## config.mk

```make
export PLATFORM = sky130hd
export DESIGN_NAME = cic_core
export DESIGN_NICKNAME = d
export VERILOG_FILES = /design/src/inc/cic_pkg.sv /design/src/rtl/cic_edge_sync.sv /design/src/rtl/cic_core.sv
export SDC_FILE = /design/constraint.sdc
export NUM_CORES = 1
export LEC_CHECK = 0
export CAP_MARGIN = 30
export CORE_MARGIN = 2
export CORE_UTILIZATION = 62
export CTS_CLUSTER_DIAMETER = 40
export DETAILED_ROUTE_END_ITERATION = 10
export DONT_BUFFER_PORTS = 1
export GPL_TIMING_DRIVEN = 0
export PLACE_DENSITY = 0.83
export SYNTH_ARGS = -nofsm -noshare
export SYNTH_HDL_FRONTEND = slang
export SYNTH_HIERARCHICAL = 1
export SYNTH_SLANG_ARGS = --single-unit
```

## constraint.sdc

```tcl
create_clock -name core_clk -period 2.6 [get_ports core_clk]
set_clock_uncertainty 0.1 [all_clocks]
set_input_delay 0.39 -clock core_clk [delete_from_list [all_inputs] [get_ports core_clk]]
set_output_delay 0.39 -clock core_clk [all_outputs]
set_load 0.03 [all_outputs]
```

## src/inc/cic_pkg.sv

```systemverilog
// cic_pkg: constants and types for the core interrupt controller
// assumes an 8-bit register port and a core sequencer that consumes vector requests
package cic_pkg;
  localparam logic [7:0]  IRQ_STATUS_CONTROL_ADDR = 8'h07;
  localparam logic [7:0]  PERIPH_REQUEST_ADDR     = 8'h16;
  localparam logic [7:0]  PERIPH_ENABLE_ADDR      = 8'h17;
  localparam logic [7:0]  CORE_STATUS_ADDR        = 8'h06;
  localparam int          GLOBAL_DISABLE_BIT      = 4;
  localparam int          SUMMARY_BIT             = 7;
  localparam int          CLKPIN_FLAG_BIT         = 6;
  localparam int          TIMER_ZERO_FLAG_BIT           = 5;
  localparam int          EXT_FLAG_BIT            = 4;
  localparam int          GROUP_ENABLE_BIT        = 3;
  localparam logic [7:0]  STATUS_CONTROL_RESET    = 8'h00;
  localparam logic [7:0]  PERIPH_REQUEST_RESET    = 8'h02;
  localparam logic [7:0]  PERIPH_ENABLE_RESET     = 8'h00;
  localparam logic [15:0] VEC_RESET               = 16'h0000;
  localparam logic [15:0] VEC_EXT_PIN             = 16'h0008;
  localparam logic [15:0] VEC_TIMER_ZERO                = 16'h0010;
  localparam logic [15:0] VEC_CLK_PIN             = 16'h0018;
  localparam logic [15:0] VEC_PERIPH              = 16'h0020;
  localparam int          NUM_PERIPH              = 8;

  typedef struct packed {
    logic [7:0] addr;
    logic [7:0] wdata;
    logic       wr;
    logic       rd;
  } cic_reg_req_t;

  typedef struct packed {
    logic        valid;
    logic [15:0] addr;
  } cic_vector_t;
endpackage : cic_pkg

```

## src/rtl/cic_edge_sync.sv

```systemverilog
// cic_edge_sync: two-flop synchroniser and selectable edge detector for one pin
// assumes the pin is asynchronous to core_clk
module cic_edge_sync (
  input  wire logic core_clk,
  input  wire logic nrst,
  input  wire logic pin,
  input  wire logic rising_sel,
  output logic      edge_pulse
);
  logic       meta_r;
  logic       sync_r;
  logic       prev_r;
  logic [2:0] fill_r;

  always_ff @(posedge core_clk or negedge nrst) begin
    if (!nrst) begin
      meta_r <= 1'b0;
      sync_r <= 1'b0;
      prev_r <= 1'b0;
      fill_r <= 3'h0;
    end else begin
      meta_r <= pin;
      sync_r <= meta_r;
      prev_r <= sync_r;
      fill_r <= {fill_r[1:0], 1'b1};
    end
  end

  // edges masked until prev_r holds a real pin sample: a pin idling high gives no false edge
  assign edge_pulse = fill_r[2] & (rising_sel ? (sync_r & ~prev_r) : (~sync_r & prev_r));
endmodule : cic_edge_sync

```

## src/rtl/cic_core.sv

```systemverilog
// cic_core: interrupt controller of an 8-bit core, flags, masks and vector selection
// assumes the sequencer takes vector_valid as a one-cycle load and drives irq_return on return
// Function
// - eleven sources: ext pin, port change, four timers, tx, rx, two captures, clock pin
// - global disable set blocks every vector response regardless of enables; wake-up still occurs
// - on accept: set global disable, push return address, load vector
// - four vectors: ext pin, timer zero, clock pin, shared peripheral
// - dedicated vectors clear their flag; peripheral vector leaves flags alone
// - flags set on their condition regardless of enables or global disable
// - external events answered with latency, one more cycle after two-cycle instructions
// - return instruction pops stack and clears global disable together
// - summary bit 7 read-only OR of peripheral flag AND enable
// - flag set while its enable is cleared, globally enabled: branch to reset address; peripheral flags only when bit 3 is cleared, not on 17h writes
// - bit 6 set on clock pin edge, cleared on vector 18h
// - bit 5 set on timer zero overflow, cleared on vector 10h
// - bit 4 set on external pin edge, cleared on vector 08h
// - bit 3 gates all peripheral requests as a group
// - bits 2,1,0 enable clock pin, timer zero, external pin
// - wake-up sets flags; vectors if global disable clear
// - global disable is core status bit 4, set by every reset
//
// The address-and-strobe port was decided locally.
module cic_core
  import cic_pkg::*;
(
  input  wire logic                  core_clk,
  input  wire logic                  nrst,
  input  wire cic_pkg::cic_reg_req_t reg_req,
  output logic [7:0]                 rdata_r,
  input  wire logic                  external_irq_pin,
  input  wire logic                  timer_clock_pin,
  input  wire logic                  ext_rising_sel,
  input  wire logic                  clk_rising_sel,
  input  wire logic                  timer_zero_overflow,
  input  wire logic [7:0]            periph_events,
  input  wire logic                  instr_boundary,
  input  wire logic                  two_cycle_instr,
  input  wire logic                  irq_return,
  input  wire logic                  sleeping,
  output cic_pkg::cic_vector_t       vector_r,
  output logic                       stack_push_r,
  output logic                       stack_pop_r,
  output logic                       wake_r,
  output logic                       global_irq_disable_r
);
  import cic_pkg::*;

  typedef enum logic [2:0] {
    ST_IDLE = 3'b001,
    ST_HOLD = 3'b010,
    ST_TAKE = 3'b100
  } cic_state_t;

  cic_state_t state_r;
  logic [6:0] ctrl_r;
  logic [7:0] peripheral_request_flags;
  logic [7:0] peripheral_enable_bits;
  logic       ext_edge;
  logic       clk_edge;
  logic       peripheral_summary_flag;
  logic       any_req;
  logic       en_drop_hit;
  logic       take_haz;
  logic       take_req;
  logic [15:0] sel_vec;
  logic       wr_ctrl;
  logic       wr_status;
  logic [7:0] core_status_register;

  cic_edge_sync u_ext_sync (
    .core_clk   (core_clk),
    .nrst       (nrst),
    .pin        (external_irq_pin),
    .rising_sel (ext_rising_sel),
    .edge_pulse (ext_edge)
  );

  cic_edge_sync u_clk_sync (
    .core_clk   (core_clk),
    .nrst       (nrst),
    .pin        (timer_clock_pin),
    .rising_sel (clk_rising_sel),
    .edge_pulse (clk_edge)
  );

  assign wr_ctrl   = reg_req.wr && (reg_req.addr == IRQ_STATUS_CONTROL_ADDR);
  assign wr_status = reg_req.wr && (reg_req.addr == CORE_STATUS_ADDR);

  // summary bit, never stored
  assign peripheral_summary_flag = |(peripheral_request_flags & peripheral_enable_bits);

  // ctrl_r bits: 6 clk flag, 5 timer_zero flag, 4 ext flag, 3 group en, 2..0 enables
  assign any_req = !global_irq_disable_r && (
    (ctrl_r[CLKPIN_FLAG_BIT] & ctrl_r[2]) | (ctrl_r[TIMER_ZERO_FLAG_BIT] & ctrl_r[1]) |
    (ctrl_r[EXT_FLAG_BIT] & ctrl_r[0]) |
    (peripheral_summary_flag & ctrl_r[GROUP_ENABLE_BIT]));

  // enable dropped in the cycle its flag sets, interrupts enabled
  assign en_drop_hit = wr_ctrl && !global_irq_disable_r && (
    (ext_edge & ctrl_r[0] & ~reg_req.wdata[0]) |
    (timer_zero_overflow & ctrl_r[1] & ~reg_req.wdata[1]) |
    (clk_edge & ctrl_r[2] & ~reg_req.wdata[2]) |
    (|(periph_events & peripheral_enable_bits) & ctrl_r[GROUP_ENABLE_BIT]
     & ~reg_req.wdata[GROUP_ENABLE_BIT]));

  // hazard branch wins; a normal take waits for a one-cycle instruction boundary
  assign take_haz = en_drop_hit;
  assign take_req = (state_r == ST_HOLD) && any_req
                    && instr_boundary && !two_cycle_instr;

  // fixed priority among the dedicated vectors
  always_comb begin
    if (ctrl_r[EXT_FLAG_BIT] && ctrl_r[0]) begin
      sel_vec = VEC_EXT_PIN;
    end else if (ctrl_r[TIMER_ZERO_FLAG_BIT] && ctrl_r[1]) begin
      sel_vec = VEC_TIMER_ZERO;
    end else if (ctrl_r[CLKPIN_FLAG_BIT] && ctrl_r[2]) begin
      sel_vec = VEC_CLK_PIN;
    end else begin
      sel_vec = VEC_PERIPH;
    end
  end

  // acceptance sequencer, waits for instruction boundary
  always_ff @(posedge core_clk or negedge nrst) begin
    if (!nrst) begin
      state_r <= ST_IDLE;
    end else begin
      case (state_r)
        ST_IDLE: begin
          if (take_haz) begin
            state_r <= ST_TAKE;
          end else if (any_req) begin
            state_r <= ST_HOLD;
          end
        end
        ST_HOLD: begin
          if (take_haz || take_req) begin
            state_r <= ST_TAKE;
          end else if (!any_req) begin
            state_r <= ST_IDLE;
          end
        end
        ST_TAKE: state_r <= ST_IDLE;
        default: state_r <= ST_IDLE;
      endcase
    end
  end

  always_ff @(posedge core_clk or negedge nrst) begin
    if (!nrst) begin
      vector_r     <= '0;
      stack_push_r <= 1'b0;
    end else if (take_haz) begin
      vector_r     <= '{valid: 1'b1, addr: VEC_RESET};
      stack_push_r <= 1'b1;
    end else if (take_req) begin
      vector_r     <= '{valid: 1'b1, addr: sel_vec};
      stack_push_r <= 1'b1;
    end else begin
      vector_r     <= '0;
      stack_push_r <= 1'b0;
    end
  end

  always_ff @(posedge core_clk or negedge nrst) begin
    if (!nrst) begin
      stack_pop_r <= 1'b0;
    end else begin
      stack_pop_r <= irq_return;
    end
  end

  // global disable: reset sets, accept sets, return clears
  always_ff @(posedge core_clk or negedge nrst) begin
    if (!nrst) begin
      global_irq_disable_r <= 1'b1;
    end else if (take_haz || take_req) begin
      global_irq_disable_r <= 1'b1;
    end else if (irq_return) begin
      global_irq_disable_r <= 1'b0;
    end else if (wr_status) begin
      global_irq_disable_r <= reg_req.wdata[GLOBAL_DISABLE_BIT];
    end
  end

  // dedicated flags and enables; set wins over clear
  always_ff @(posedge core_clk or negedge nrst) begin
    if (!nrst) begin
      ctrl_r <= STATUS_CONTROL_RESET[6:0];
    end else begin
      logic [6:0] n;
      n = ctrl_r;
      if (wr_ctrl) begin
        n = reg_req.wdata[6:0];
      end
      if (vector_r.valid && vector_r.addr == VEC_EXT_PIN) begin
        n[EXT_FLAG_BIT] = 1'b0;
      end
      if (vector_r.valid && vector_r.addr == VEC_TIMER_ZERO) begin
        n[TIMER_ZERO_FLAG_BIT] = 1'b0;
      end
      if (vector_r.valid && vector_r.addr == VEC_CLK_PIN) begin
        n[CLKPIN_FLAG_BIT] = 1'b0;
      end
      if (ext_edge) begin
        n[EXT_FLAG_BIT] = 1'b1;
      end
      if (timer_zero_overflow) begin
        n[TIMER_ZERO_FLAG_BIT] = 1'b1;
      end
      if (clk_edge) begin
        n[CLKPIN_FLAG_BIT] = 1'b1;
      end
      ctrl_r <= n;
    end
  end

  // peripheral flags: bit 7 port change, 6..4 timers, 3..2 captures, 1 tx, 0 rx
  genvar g;
  generate
    for (g = 0; g < NUM_PERIPH; g++) begin : g_pf
      always_ff @(posedge core_clk or negedge nrst) begin
        if (!nrst) begin
          peripheral_request_flags[g] <= PERIPH_REQUEST_RESET[g];
        end else if (periph_events[g]) begin
          peripheral_request_flags[g] <= 1'b1;
        end else if (reg_req.wr && reg_req.addr == PERIPH_REQUEST_ADDR) begin
          peripheral_request_flags[g] <= reg_req.wdata[g];
        end
      end
    end
  endgenerate

  always_ff @(posedge core_clk or negedge nrst) begin
    if (!nrst) begin
      peripheral_enable_bits <= PERIPH_ENABLE_RESET;
    end else if (reg_req.wr && reg_req.addr == PERIPH_ENABLE_ADDR) begin
      peripheral_enable_bits <= reg_req.wdata;
    end
  end

  // wake on any enabled flag; vectoring then proceeds via any_req
  always_ff @(posedge core_clk or negedge nrst) begin
    if (!nrst) begin
      wake_r <= 1'b0;
    end else begin
      wake_r <= sleeping && ((ctrl_r[6] & ctrl_r[2]) | (ctrl_r[5] & ctrl_r[1]) |
                (ctrl_r[4] & ctrl_r[0]) | (peripheral_summary_flag & ctrl_r[3]));
    end
  end

  assign core_status_register = {3'b000, global_irq_disable_r, 4'h0};

  always_ff @(posedge core_clk or negedge nrst) begin
    if (!nrst) begin
      rdata_r <= 8'h00;
    end else if (reg_req.rd) begin
      case (reg_req.addr)
        IRQ_STATUS_CONTROL_ADDR: rdata_r <= {peripheral_summary_flag, ctrl_r};
        PERIPH_REQUEST_ADDR:     rdata_r <= peripheral_request_flags;
        PERIPH_ENABLE_ADDR:      rdata_r <= peripheral_enable_bits;
        CORE_STATUS_ADDR:        rdata_r <= core_status_register;
        default:                 rdata_r <= 8'h00;
      endcase
    end else begin
      rdata_r <= 8'h00;
    end
  end
endmodule : cic_core

```

# Word level (Yosys, flattened, before mapping)
# Cells that the tools add are included.
[word_totals] elab_cells=151 regBits=67 output_inout_bits=29
[op_classes] n_reduce_logical=35 eq_ne=11 bitwise_logic=34 mux=42
[ops] op="2-to-1 mux 17 bit" count=2
[ops] op="equality test 16 x 5 -> 1 bit (second input constant)" count=2
[ops] op="2-to-1 mux 16 bit" count=2
[ops] op="one-hot mux 8 bit (4 select lines)" count=1
[ops] op="2-to-1 mux 1 bit" count=29
[ops] op="bitwise AND 1 bit" count=18
[ops] op="logical AND 1 bit" count=17
[ops] op="bitwise AND 8 bit" count=2
[ops] op="equality test 16 x 4 -> 1 bit (second input constant)" count=1
[ops] op="equality test 8 x 3 -> 1 bit (second input constant)" count=2
[ops] op="equality test 8 x 5 -> 1 bit (second input constant)" count=2
[ops] op="nonzero test 2 bit" count=8
[ops] op="OR reduction 8 bit" count=2
[ops] op="2-to-1 mux 3 bit" count=4
[ops] op="nonzero test 3 bit" count=4
[ops] op="2-to-1 mux 8 bit" count=1
[ops] op="NOT 1 bit" count=8
[ops] op="2-to-1 mux 7 bit" count=1
[ops] op="2-to-1 mux 6 bit" count=1
[ops] op="OR 1 bit" count=6
[ops] op="one-hot mux 3 bit (2 select lines)" count=1
[ops] op="equality test 3 x 1 -> 1 bit (second input constant)" count=1
[ops] op="equality test 3 x 2 -> 1 bit (second input constant)" count=1
[ops] op="inequality test 3 x 2 -> 1 bit (second input constant)" count=1
[ops] op="other kinds (4)" count=5

# Depth between registers and ports, before layout
# Gate-level depths: netlist of run 1.
[depth] word_depth=13 depth_mapped=6 ltp_nobuf=6

# Hierarchy
# Netlist of run 1, hierarchy kept.
[by_module_without_submodules] module="cic_core" cells_per_inst=180 area_each_um2=2109.5 n_inst=1 seq_area_each_um2=1029.7
[by_module_without_submodules] module="cic_edge_sync" cells_per_inst=10 area_each_um2=177.7 n_inst=2 seq_area_each_um2=150.1

# Worst setup path before layout of run 1
# Ideal clock, no wire load.
[synth_timing] path_kind="input port to flip-flop" startpoint="in reg_req[15] in the netlist's numbering" endpoint="reg ctrl_r[0]" arrival_ps=1907 cell_stages=4 setup_time_ps=125 path_slack_ps=469 path_cell_list="or4b_1 > buf_4 > nor4b_4 > mux2_2"
[synth_via] elab_chain_len=2
[synth_rtl] item="from (decl)" line_no="cic_core.sv:28" rtl="input wire cic_pkg::cic_reg_req_t reg_req,"
[synth_rtl] item="equality test 8 x 3 -> 1 bit" line_no="cic_core.sv:86" rtl="assign wr_ctrl = reg_req.wr && (reg_req.addr == IRQ_STATUS_CONTROL_ADDR);"
[synth_rtl] item="logical AND 1 bit" line_no="cic_core.sv:86"
[synth_rtl] item="to (signal assigned)" line_no="cic_core.sv:190" rtl="ctrl_r <= STATUS_CONTROL_RESET[6:0];"
[synth_rtl] item="to (signal assigned)" line_no="cic_core.sv:215" rtl="ctrl_r <= n;"
[synth_rtl] item="to (decl)" line_no="cic_core.sv:55" rtl="logic [6:0] ctrl_r;"
# Every way passes these cells.
# A chain may end at the register's enable or synchronous reset.

# Final worst setup path of run 1
[layout_timing] startpoint="reg global_irq_disable_r" endpoint="reg state_r[0]"
[layout_via] elab_chain_len=8 word_cells_on_any_way=14
[layout_rtl] item="from (decl)" line_no="cic_core.sv:44" rtl="output logic global_irq_disable_r"
[layout_rtl] item="from (signal assigned)" line_no="cic_core.sv:183" rtl="global_irq_disable_r <= reg_req.wdata[GLOBAL_DISABLE_BIT];"
[layout_rtl] item="logical NOT 1 bit (*)" line_no="cic_core.sv:93, cic_core.sv:99"
[layout_rtl] item="logical AND 1 bit" line_no="cic_core.sv:93" rtl="assign any_req = !global_irq_disable_r && ("
[layout_rtl] item="logical AND 1 bit" line_no="cic_core.sv:108" rtl="assign take_req = (state_r == ST_HOLD) && any_req"
[layout_rtl] item="logical AND 1 bit (2 in series)" line_no="cic_core.sv:109" rtl="&& instr_boundary && !two_cycle_instr;"
[layout_rtl] item="logical OR 1 bit" line_no="cic_core.sv:138" rtl="if (take_haz || take_req) begin"
[layout_rtl] item="2-to-1 mux 3 bit / inequality test 3 x 2 -> 1 bit (equally long branches)"
[layout_rtl] item="one-hot mux 3 bit (2 select lines) / AND reduction 2 bit (equally long branches)"
[layout_rtl] item="to (signal assigned)" line_no="cic_core.sv:132" rtl="state_r <= ST_TAKE;"
[layout_rtl] item="to (signal assigned)" line_no="cic_core.sv:139" rtl="state_r <= ST_TAKE;"
[layout_rtl] item="to (signal assigned)" line_no="cic_core.sv:141" rtl="state_r <= ST_IDLE;"
[layout_rtl] item="to (decl)" line_no="cic_core.sv:54" rtl="cic_state_t state_r;"
# Every way passes the cells marked *; elsewhere a longest branch is shown, timed or not.

==> out/results.ini, run 1 <==
[outcome]
status=complete, no violations

[sta]
hold-worst-slack_ns=0.0621
worst_slew_pin_slew_ns=0.572
report.final.slew_viol_count=0
period_minus_slack_ns=2.00
slew_headroom=0.617
final-hold-violation-count=0
setup_viol=0
tns_ns=0
rsz0062_at_grt=false
fmax_mhz=500
fin_crit_sh=0.770

[place]
place_area_sq_mm=0.00257
place.gp.congestion=0.928
dp_cells=260
io_buffers=0
hpwlAfterDp_mm=3.73

[global_route]
use_met1=0.309
track_usage=0.251
grt_max_degree=54
use_met2=0.408
grt_pass1_wl_mm=8.24
overflow=0
grtUsageMet3=0.0845
first_global_vias=1723
grt_antenna_before_repair=0
grt-busiest-layer=met2

[die]
die-area_sq_mm=0.00450
die_h_um=67.1
core_area_sq_mm=0.00374
initial_core_util=0.658
io_pins=66
die_w_um=67.1
core.rowCount=22

[layout]
layout-drive-gt1-share=0.227
antenna_cells=0
layout.nets=261
syn_to_final_growth_pct=10.8
stdcell_area_sq_mm=0.00273
stdcell_count=273

[clock_network]
cts_buffers=5
clkLatencyLatePin_ns=0.31
cts_max_level=2
clock_path_buffers=2
cts_sinks=53
ctsResizeCount=0
root_buffer=clkbuf_8
cts_tree=built
clkTransAtPathRegs_ns=0.09

[synth]
synthFlopType=dfrtp_1
syn_area_sq_mm=0.00246
ys_seq_area_frac=0.540
yosys.area.top_type_share=0.508
ys_ff_latch=53
async_flop_share=1.00
synth_warnings=6
synth_top_cell_by_area=dfrtp_1
synth-edff-count=0
postSynthCellCount=200
synth_area_leaders=dfrtp_1, mux2_2, a22oi_1
synth_common_cells=dfrtp_1, mux2_2, a22oi_1, buf_4, nor2_1
synth_cell_types=46
yosysMostFrequentCell=dfrtp_1
post_synth.cell_area_avg_sq_um=12.3

[route]
finalWirelength_mm=5.04
wl_per_cell_um=18.5
firstDrtPassIters=4
postRouteAntennaNets=0
vias=1686
via_per_inst=6.18
drt-initial-drc-count=150
drc=0

[critical_path]
critical_path_class=flip-flop to flip-flop
cp.buffers_inverters=0
critPathMaxFanout=7
reg2reg_from=global_irq_disable_r
cp.required_ns=2.74
slowest_delay_ns=0.48
crit_path_start_kind=flip-flop
slowest_stage=or3b_2
cp_top_family=simple AND/OR/NAND/NOR gates
arrival_ns=2.14
crit_path_start=global_irq_disable_r
crit_path_cell_trace=or3b_2 -> nor4_2 -> a32oi_1 -> a221o_1
cp-end-kind=flip-flop

[power]
ir_worst_vdd_mv=0.423
p_leak_uw=0.00118
p_total_uw=1520
power.density_mw_per_mm2=555

[run]
max-cap-violations=0

[min_path]
hold_path_class=input port to flip-flop
worstHoldStart=irq_return

worst reg2reg max path, delay by kind of cell (launching register included):
kind | cells | cell delay (ns)
AOI/OAI and AO/OA | 2 | 0.58
and+or+nand+nor | 2 | 0.81
DFF | 1 | 0.46
state kept, by name, summed over array words and instances, names as in the netlist, 3 cells and up:
name,count
ctrl_r,7
peripheral_enable_bits,8
peripheral_request_flags,8
rdata_r,8
state_r,3
u_clk_sync/fill_r,3
u_ext_sync/fill_r,3
vector_r,3
per-layer routing:
| metal | share of wire | wire, um | up-vias |
|---|---|---|---|
| li1 | - | - | 765 |
| met1 | 0.40 | 2010 | 837 |
| met2 | 0.52 | 2600 | 75 |
| met4 | 0.015 | 76 | 0 |
| met3 | 0.071 | 360 | 9 |
| met5 | 0 | 0 | - |
power by group:
| part | total [uW] | leakage (uW) | switching (uW) | internal (uW) |
|---|---|---|---|---|
| logic | 163 | 0.000489 | 92.7 | 70.8 |
| clock network | 477 | 0.0000452 | 281 | 197 |
| registers | 876 | 0.000645 | 23.6 | 852 |
| total | 1520 | 0.00118 | 397 | 1120 |
per-stage QoR:
step / setup slack, ns / utilization
after floorplan: 0.469 / -
after global placement: 0.334 / 0.686
after detailed placement: 0.299 / 0.686
after CTS: 0.578 / 0.730
after global routing: 0.515 / 0.730
final: 0.598 / 0.730
area by class of cell:
cell class,count,area (sq um)
multi-input cells,139,1040
clock inverters,3,25.0
well taps,48,60.1
plain buffers,18,131
repair buffers,5,67.6
clock buffers,5,68.8
fillers,265,1010
inverters,2,7.51
flip-flops and latches,53,1330
repair_timing:
| item | 4_1_cts | 5_1_grt |
|---|---|---|
| endpoints found under the setup margin | 0 | 0 |
| hold endpoints to repair | 56 | 0 |
| setup buffers | 0 | 0 |
| hold buffers | 5 | 0 |
path summary, 6_finish.rpt:
| kind | cells after the start | slack (ns) | to |
|---|---|---|---|
| worst max register to register | 4 | 0.60 | state_r[0] |
| worst min register to register | 0 | 0.26 | u_clk_sync/fill_r[2] |
| max in group asynchronous | 2 | 1.62 | state_r[0] |
| min in group asynchronous | 2 | 0.49 | peripheral_enable_bits[6] |
| worst max-delay path | 4 | 0.60 | state_r[0] |
| worst min-delay path | 1 | 0.06 | global_irq_disable_r |
kinds of logic after synthesis:
group,share of synthesized area
muxes,0.108
and+or+nand+nor,0.164
AOI/OAI and AO/OA,0.128
buffers and inverters,0.0563
other,0.00457
DFF,0.540
cells in the final DEF, fill, tap and decap left out, drive strengths merged, types with 2 or more instances in the layout:
| cell | instances |
|---|---|
| nand2b | 7 |
| nand4b | 2 |
| nand3b | 3 |
| dfrtp | 50 |
| nor2b | 8 |
| nor4 | 4 |
| dfstp | 3 |
| o21bai | 3 |
| clkbuf | 7 |
| inv | 4 |
| mux2 | 18 |
| o211ai | 3 |
| nor4bb | 2 |
| a211o | 8 |
| buf | 17 |
| dlygate4sd3 | 4 |
| nor2 | 11 |
| mux2i | 4 |
| nand4bb | 2 |
| nand2 | 8 |
| nand4 | 2 |
| conb | 15 |
| a22oi | 15 |
| nor3 | 4 |
Power figures use the tool's default switching activity.
==> run 2: changes to the inputs <==
Clock period 2.6 ns to 2.08 ns, I/O delays scaled along.
==> out/results.ini, run 2 (same netlist as run 1, synthesis figures left out) <==
[route]
postRouteAntennaNets=0  ; unchanged
drc=0  ; unchanged
firstDrtPassIters=4  ; unchanged
drt-initial-drc-count=190  ; +27%
finalWirelength_mm=5.27  ; +4.6%
via_per_inst=6.17  ; about the same
vias=1722  ; +2.1%
wl_per_cell_um=18.9  ; +2.3%

[clock_network]
clkTransAtPathRegs_ns=0.10  ; about the same
clkLatencyLatePin_ns=0.31  ; about the same
cts_max_level=2  ; unchanged
cts_sinks=53  ; unchanged
cts_buffers=5  ; unchanged
clock_path_buffers=2  ; unchanged
cts_tree=built
cts_setup_buffers=0  ; unchanged
root_buffer=clkbuf_8

[die]
initial_core_util=0.658  ; unchanged
die-area_sq_mm=0.00450  ; unchanged
core.rowCount=22  ; unchanged
io_pins=66  ; unchanged
die_w_um=67.1  ; unchanged
core_area_sq_mm=0.00374  ; unchanged
die_h_um=67.1  ; unchanged

[critical_path]
cp.required_ns=2.22  ; -0.52 ns
critical_path_class=flip-flop to flip-flop
cp-end-kind=flip-flop
arrival_ns=2.14  ; about the same
crit_path_start_kind=flip-flop
critPathMaxFanout=7  ; unchanged

[sta]
fin_crit_sh=0.963  ; +0.193
fmax_mhz=499  ; about the same
report.final.slew_viol_count=0  ; unchanged
worst_slew_pin_slew_ns=0.574  ; +0.00240 ns
setup_viol=0  ; unchanged
hold-worst-slack_ns=0.00824  ; -0.0538 ns
period_minus_slack_ns=2.00  ; +0.00128 ns
final-hold-violation-count=0  ; unchanged
slew_headroom=0.615  ; -0.00161

[global_route]
track_usage=0.255  ; +0.00399
grt_pass1_wl_mm=8.34  ; +1.3%
overflow=0  ; unchanged
grt_antenna_before_repair=0  ; unchanged
grt_max_degree=54  ; unchanged
first_global_vias=1740  ; +0.99%

[run]
max-cap-violations=0  ; unchanged

[outcome]
status=complete, no violations

[power]
switching_share=0.263  ; +0.00111
p_leak_uw=0.00121  ; +3.0%
ir_worst_vdd_mv=0.531  ; +26%
switchingPower_uw=502  ; +26%
power_frac_seq=0.574  ; -0.004
p_clk_frac=0.313  ; -0.002
p_comb_frac=0.113  ; +0.005
p_int_uw=1410  ; +26%
power.density_mw_per_mm2=682  ; +23%

[layout]
final_util=0.748  ; +0.0180
layout.nets=267  ; +2.3%
antenna_cells=0  ; unchanged
final_common_cell=dfrtp_1
final_cell_mix=dfrtp_1, mux2_2, a22oi_1, buf_4, conb_1
layout-drive-gt1-share=0.225  ; -0.00156
reg_top3=peripheral_enable_bits x8, peripheral_request_flags x8, rdata_r x8
fillCellCount=257  ; -3.0%
syn_to_final_growth_pct=13.6
ff_latch_area_sq_mm=0.00133  ; unchanged
multiInputGateArea_sq_mm=0.00105  ; +0.72%

[place]
io_buffers=0  ; unchanged
place.gp.congestion=0.928  ; unchanged
hpwlAfterDp_mm=3.73  ; unchanged

[min_path]
hold_path_class=input port to flip-flop

[run 2: cell types whose count changed in the layout (fill, tap and decap cells not counted), sizes merged]
cell / previous run / this run
dlygate4sd3: 4 / 10
[run 2: path summary, 6_finish.rpt]
kind / from / cells after the start / endpoint / slack [ns]
max: global_irq_disable_r / 4 / state_r[0] / 0.08
min: periph_events[2] / 1 / peripheral_request_flags[2] / 0.008
max reg2reg: global_irq_disable_r / 4 / state_r[0] / 0.08
min reg2reg: u_clk_sync/fill_r[1] / 0 / u_clk_sync/fill_r[2] / 0.26
max in group asynchronous: nrst / 2 / state_r[0] / 1.18
min in group asynchronous: nrst / 2 / peripheral_enable_bits[6] / 0.42
[run 2: worst max-delay path, cell delays in order (launching register included)]
cell	delay, ns
dfstp_2	0.46
or3b_2	0.48
nor4_2	0.38
a32oi_2	0.14
a221o_1	0.39
[run 2: repair_timing]
action | in CTS | in global routing
resized for setup | 0 | 1
setup endpoints to repair | 0 | 1
hold buffers | 9 | 2
hold endpoints to repair | 61 | 2
[run 2: power by group through the flow]
stage / clock network [uW] / registers [uW] / logic (uW)
global route: 658 / 1100 / 234
CTS: 610 / 1090 / 210
global placement: 0 / 1110 / 165
floorplan: 0 / 1110 / 149
detailed placement: 0 / 1120 / 170
finish: 598 / 1090 / 216
[run 2: area by class of cell]
| class | count | area share |
|---|---|---|
| Sequential cell | 53 | 0.475 |
| Multi-Input combinational cell | 139 | 0.375 |
| Buffer | 18 | 0.0469 |
| Timing Repair Buffer | 11 | 0.0456 |
| Clock buffer | 5 | 0.0246 |
| Tap cell | 48 | 0.0215 |
| Clock inverter | 3 | 0.00894 |
| Inverter | 2 | 0.00268 |
[run 2: per-layer routing]
metal,vias to the layer above,track usage,part of all wire
li1,774,-,-
met1,849,0.316,0.39
met2,91,0.421,0.52
met3,8,0.0811,0.075
met4,0,0.0867,0.012
met5,-,0,0
[run 2: stage by stage]
step / cells / power, uW / TNS (ns) / cell area [sq um] / worst slack [ns]
6_report: 279 / 1910 / 0 / 2800 / 0.0768
5_1_grt: 279 / 1990 / -0.0162 / 2800 / -0.0162
4_1_cts: 277 / 1910 / 0 / 2770 / 0.0583
3_5_place_dp: 260 / 1290 / -1.43 / 2570 / -0.143
3_3_place_gp: 260 / 1280 / -1.16 / 2570 / -0.108
2_1_floorplan: 212 / 1260 / 0 / 2510 / 0.0266
==> run 3: changes to the inputs <==
Settings changed: CORE_MARGIN 2 to 10, CTS_BUF_LIST set to sky130_fd_sc_hd__clkbuf_16.
==> out/results.ini, run 3 (same netlist as run 1, synthesis figures left out) <==
[die]
initial_core_util=0.658  ; unchanged
io_pins=66  ; unchanged
core_area_sq_mm=0.00374  ; unchanged
die_w_um=83.1  ; +24%
core.rowCount=22  ; unchanged
die_h_um=83.1  ; +24%
die-area_sq_mm=0.00690  ; +53%

[min_path]
min_path_cells=1  ; unchanged
worstHoldStart=periph_events[1]
hold_end=peripheral_request_flags[1]
hold_path_class=input port to flip-flop

[sta]
slew_headroom=0.603  ; -0.0129
fin_crit_sh=0.963  ; about the same
fin_ws_ns=0.0766  ; -0.000240 ns
report.final.slew_viol_count=0  ; unchanged
fmax_mhz=499  ; about the same
tns_ns=0  ; unchanged
worst_slew_pin_slew_ns=0.594  ; +0.0192 ns
rsz0062_at_grt=false
period_minus_slack_ns=2.00  ; +0.000240 ns
final-hold-violation-count=0  ; unchanged
setup_viol=0  ; unchanged

[clock_network]
cts_sinks=53  ; unchanged
clkLatencyLatePin_ns=0.29  ; -0.02 ns
cts_buffers=5  ; unchanged
root_buffer=clkbuf_16
cts_tree=built
clock_path_buffers=2  ; unchanged
cts_max_level=2  ; unchanged
clkTransAtPathRegs_ns=0.07  ; -0.03 ns

[power]
p_total_uw=2250  ; +18%
power.density_mw_per_mm2=796  ; +17%
switchingPower_uw=513  ; +2.3%
p_clk_frac=0.420  ; +0.107
power_frac_seq=0.488  ; -0.086
p_leak_uw=0.00122  ; +0.77%
ir_worst_vdd_mv=0.643  ; +21%
switching_share=0.228  ; -0.0344
p_comb_frac=0.092  ; -0.021
p_int_uw=1730  ; +23%

[route]
finalWirelength_mm=5.64  ; +6.9%
drt-initial-drc-count=116  ; -39%
vias=1691  ; -1.8%
via_per_inst=6.17  ; about the same
firstDrtPassIters=4  ; unchanged
wl_per_cell_um=20.6  ; +8.9%
drc=0  ; unchanged
postRouteAntennaNets=0  ; unchanged

[global_route]
grt_pass1_wl_mm=9.40  ; +13%
grt_max_degree=54  ; unchanged
overflow=0  ; unchanged
first_global_vias=1831  ; +5.2%
track_usage=0.165  ; -0.0909
grt_antenna_before_repair=0  ; unchanged

[critical_path]
reg2reg_to=state_r[0]
crit_path_start_kind=flip-flop
cp.required_ns=2.19  ; -0.03 ns
critPathMaxFanout=7  ; unchanged
reg2reg_depth=4  ; unchanged
reg2reg_from=global_irq_disable_r
cp-end-kind=flip-flop
rrSetupSlack_ns=0.08  ; about the same
arrival_ns=2.12  ; -0.02 ns
critical_path_class=flip-flop to flip-flop

[layout]
final_common_cell=dfrtp_1
stdcell_count=274  ; -1.8%
antenna_cells=0  ; unchanged
reg_top3=peripheral_enable_bits x8, peripheral_request_flags x8, rdata_r x8
final_cell_mix=dfrtp_1, mux2_2, a22oi_1, buf_4, conb_1
layout.nets=262  ; -1.9%
layout-drive-gt1-share=0.226  ; +0.000555
syn_to_final_growth_pct=14.5

[place]
place.gp.congestion=0.888  ; -4.3%
place_ws_ns=-0.163  ; -0.0200 ns
dp_cells=260  ; unchanged
hpwlAfterDp_mm=4.28  ; +15%
io_buffers=0  ; unchanged

[run]
max-cap-violations=0  ; unchanged

[outcome]
status=complete, no violations

run 3: power by group through the flow:
stage                     registers (uW)  logic [uW]  clock network [uW]
after global routing                1100         228                1020
after CTS                           1100         205                 964
after global placement              1110         165                   0
after detailed placement            1120         170                   0
final                               1100         207                 942
after floorplan                     1110         149                   0
run 3: final cells by class:
type                            instances  area [sq um]
Buffer                                 18           131
Clock buffer                            5           125
Clock inverter                          3          50.0
Fill cell                             246           921
Inverter                                2          7.51
Multi-Input combinational cell        139          1040
Sequential cell                        53          1330
Tap cell                               48          60.1
Timing Repair Buffer                    6          77.6
run 3: worst max-delay path by stage:
stage | to | startpoint | depth (start not counted) | slack [ns]
after detailed placement | peripheral_request_flags[0] | reg_req[15] | 6 | -0.16
after CTS | state_r[0] | global_irq_disable_r | 4 | 0.08
after global placement | peripheral_request_flags[0] | reg_req[15] | 6 | -0.11
final | state_r[0] | global_irq_disable_r | 4 | 0.08
after global routing | state_r[2] | ctrl_r[6] | 4 | 0.01
after floorplan | ctrl_r[0] | reg_req[15] | 4 | 0.03
run 3: through the flow:
| stage | area, sq um | hold slack [ns] | util |
|---|---|---|---|
| after floorplan | 2510 | -0.0836 | - |
| after CTS | 2810 | 0.00226 | 0.751 |
| after global placement | 2570 | -0.0815 | 0.686 |
| final | 2820 | 0.0236 | 0.754 |
| after detailed placement | 2570 | -0.0817 | 0.686 |
| after global routing | 2820 | 0.00949 | 0.754 |
run 3: layer usage:
| metal | up-vias | part of all wire | GRT usage |
|---|---|---|---|
| li1 | 766 | - | - |
| met1 | 845 | 0.38 | 0.178 |
| met4 | 0 | 0.025 | 0.0708 |
| met2 | 65 | 0.51 | 0.272 |
| met5 | - | 0 | 0 |
| met3 | 15 | 0.088 | 0.0732 |
run 3: repair_timing:
item,4_1_cts,5_1_grt
resized for setup,0,0
hold buffers,5,1
setup buffers,0,0
endpoints found under the hold margin,56,1
endpoints found under the setup margin,0,0
run 3: worst max-delay path, stage by stage (launching register included):
cell     delay, ns
dfstp_2       0.45
or3b_2        0.48
nor4_2        0.33
a32oi_1       0.17
a221o_1       0.40
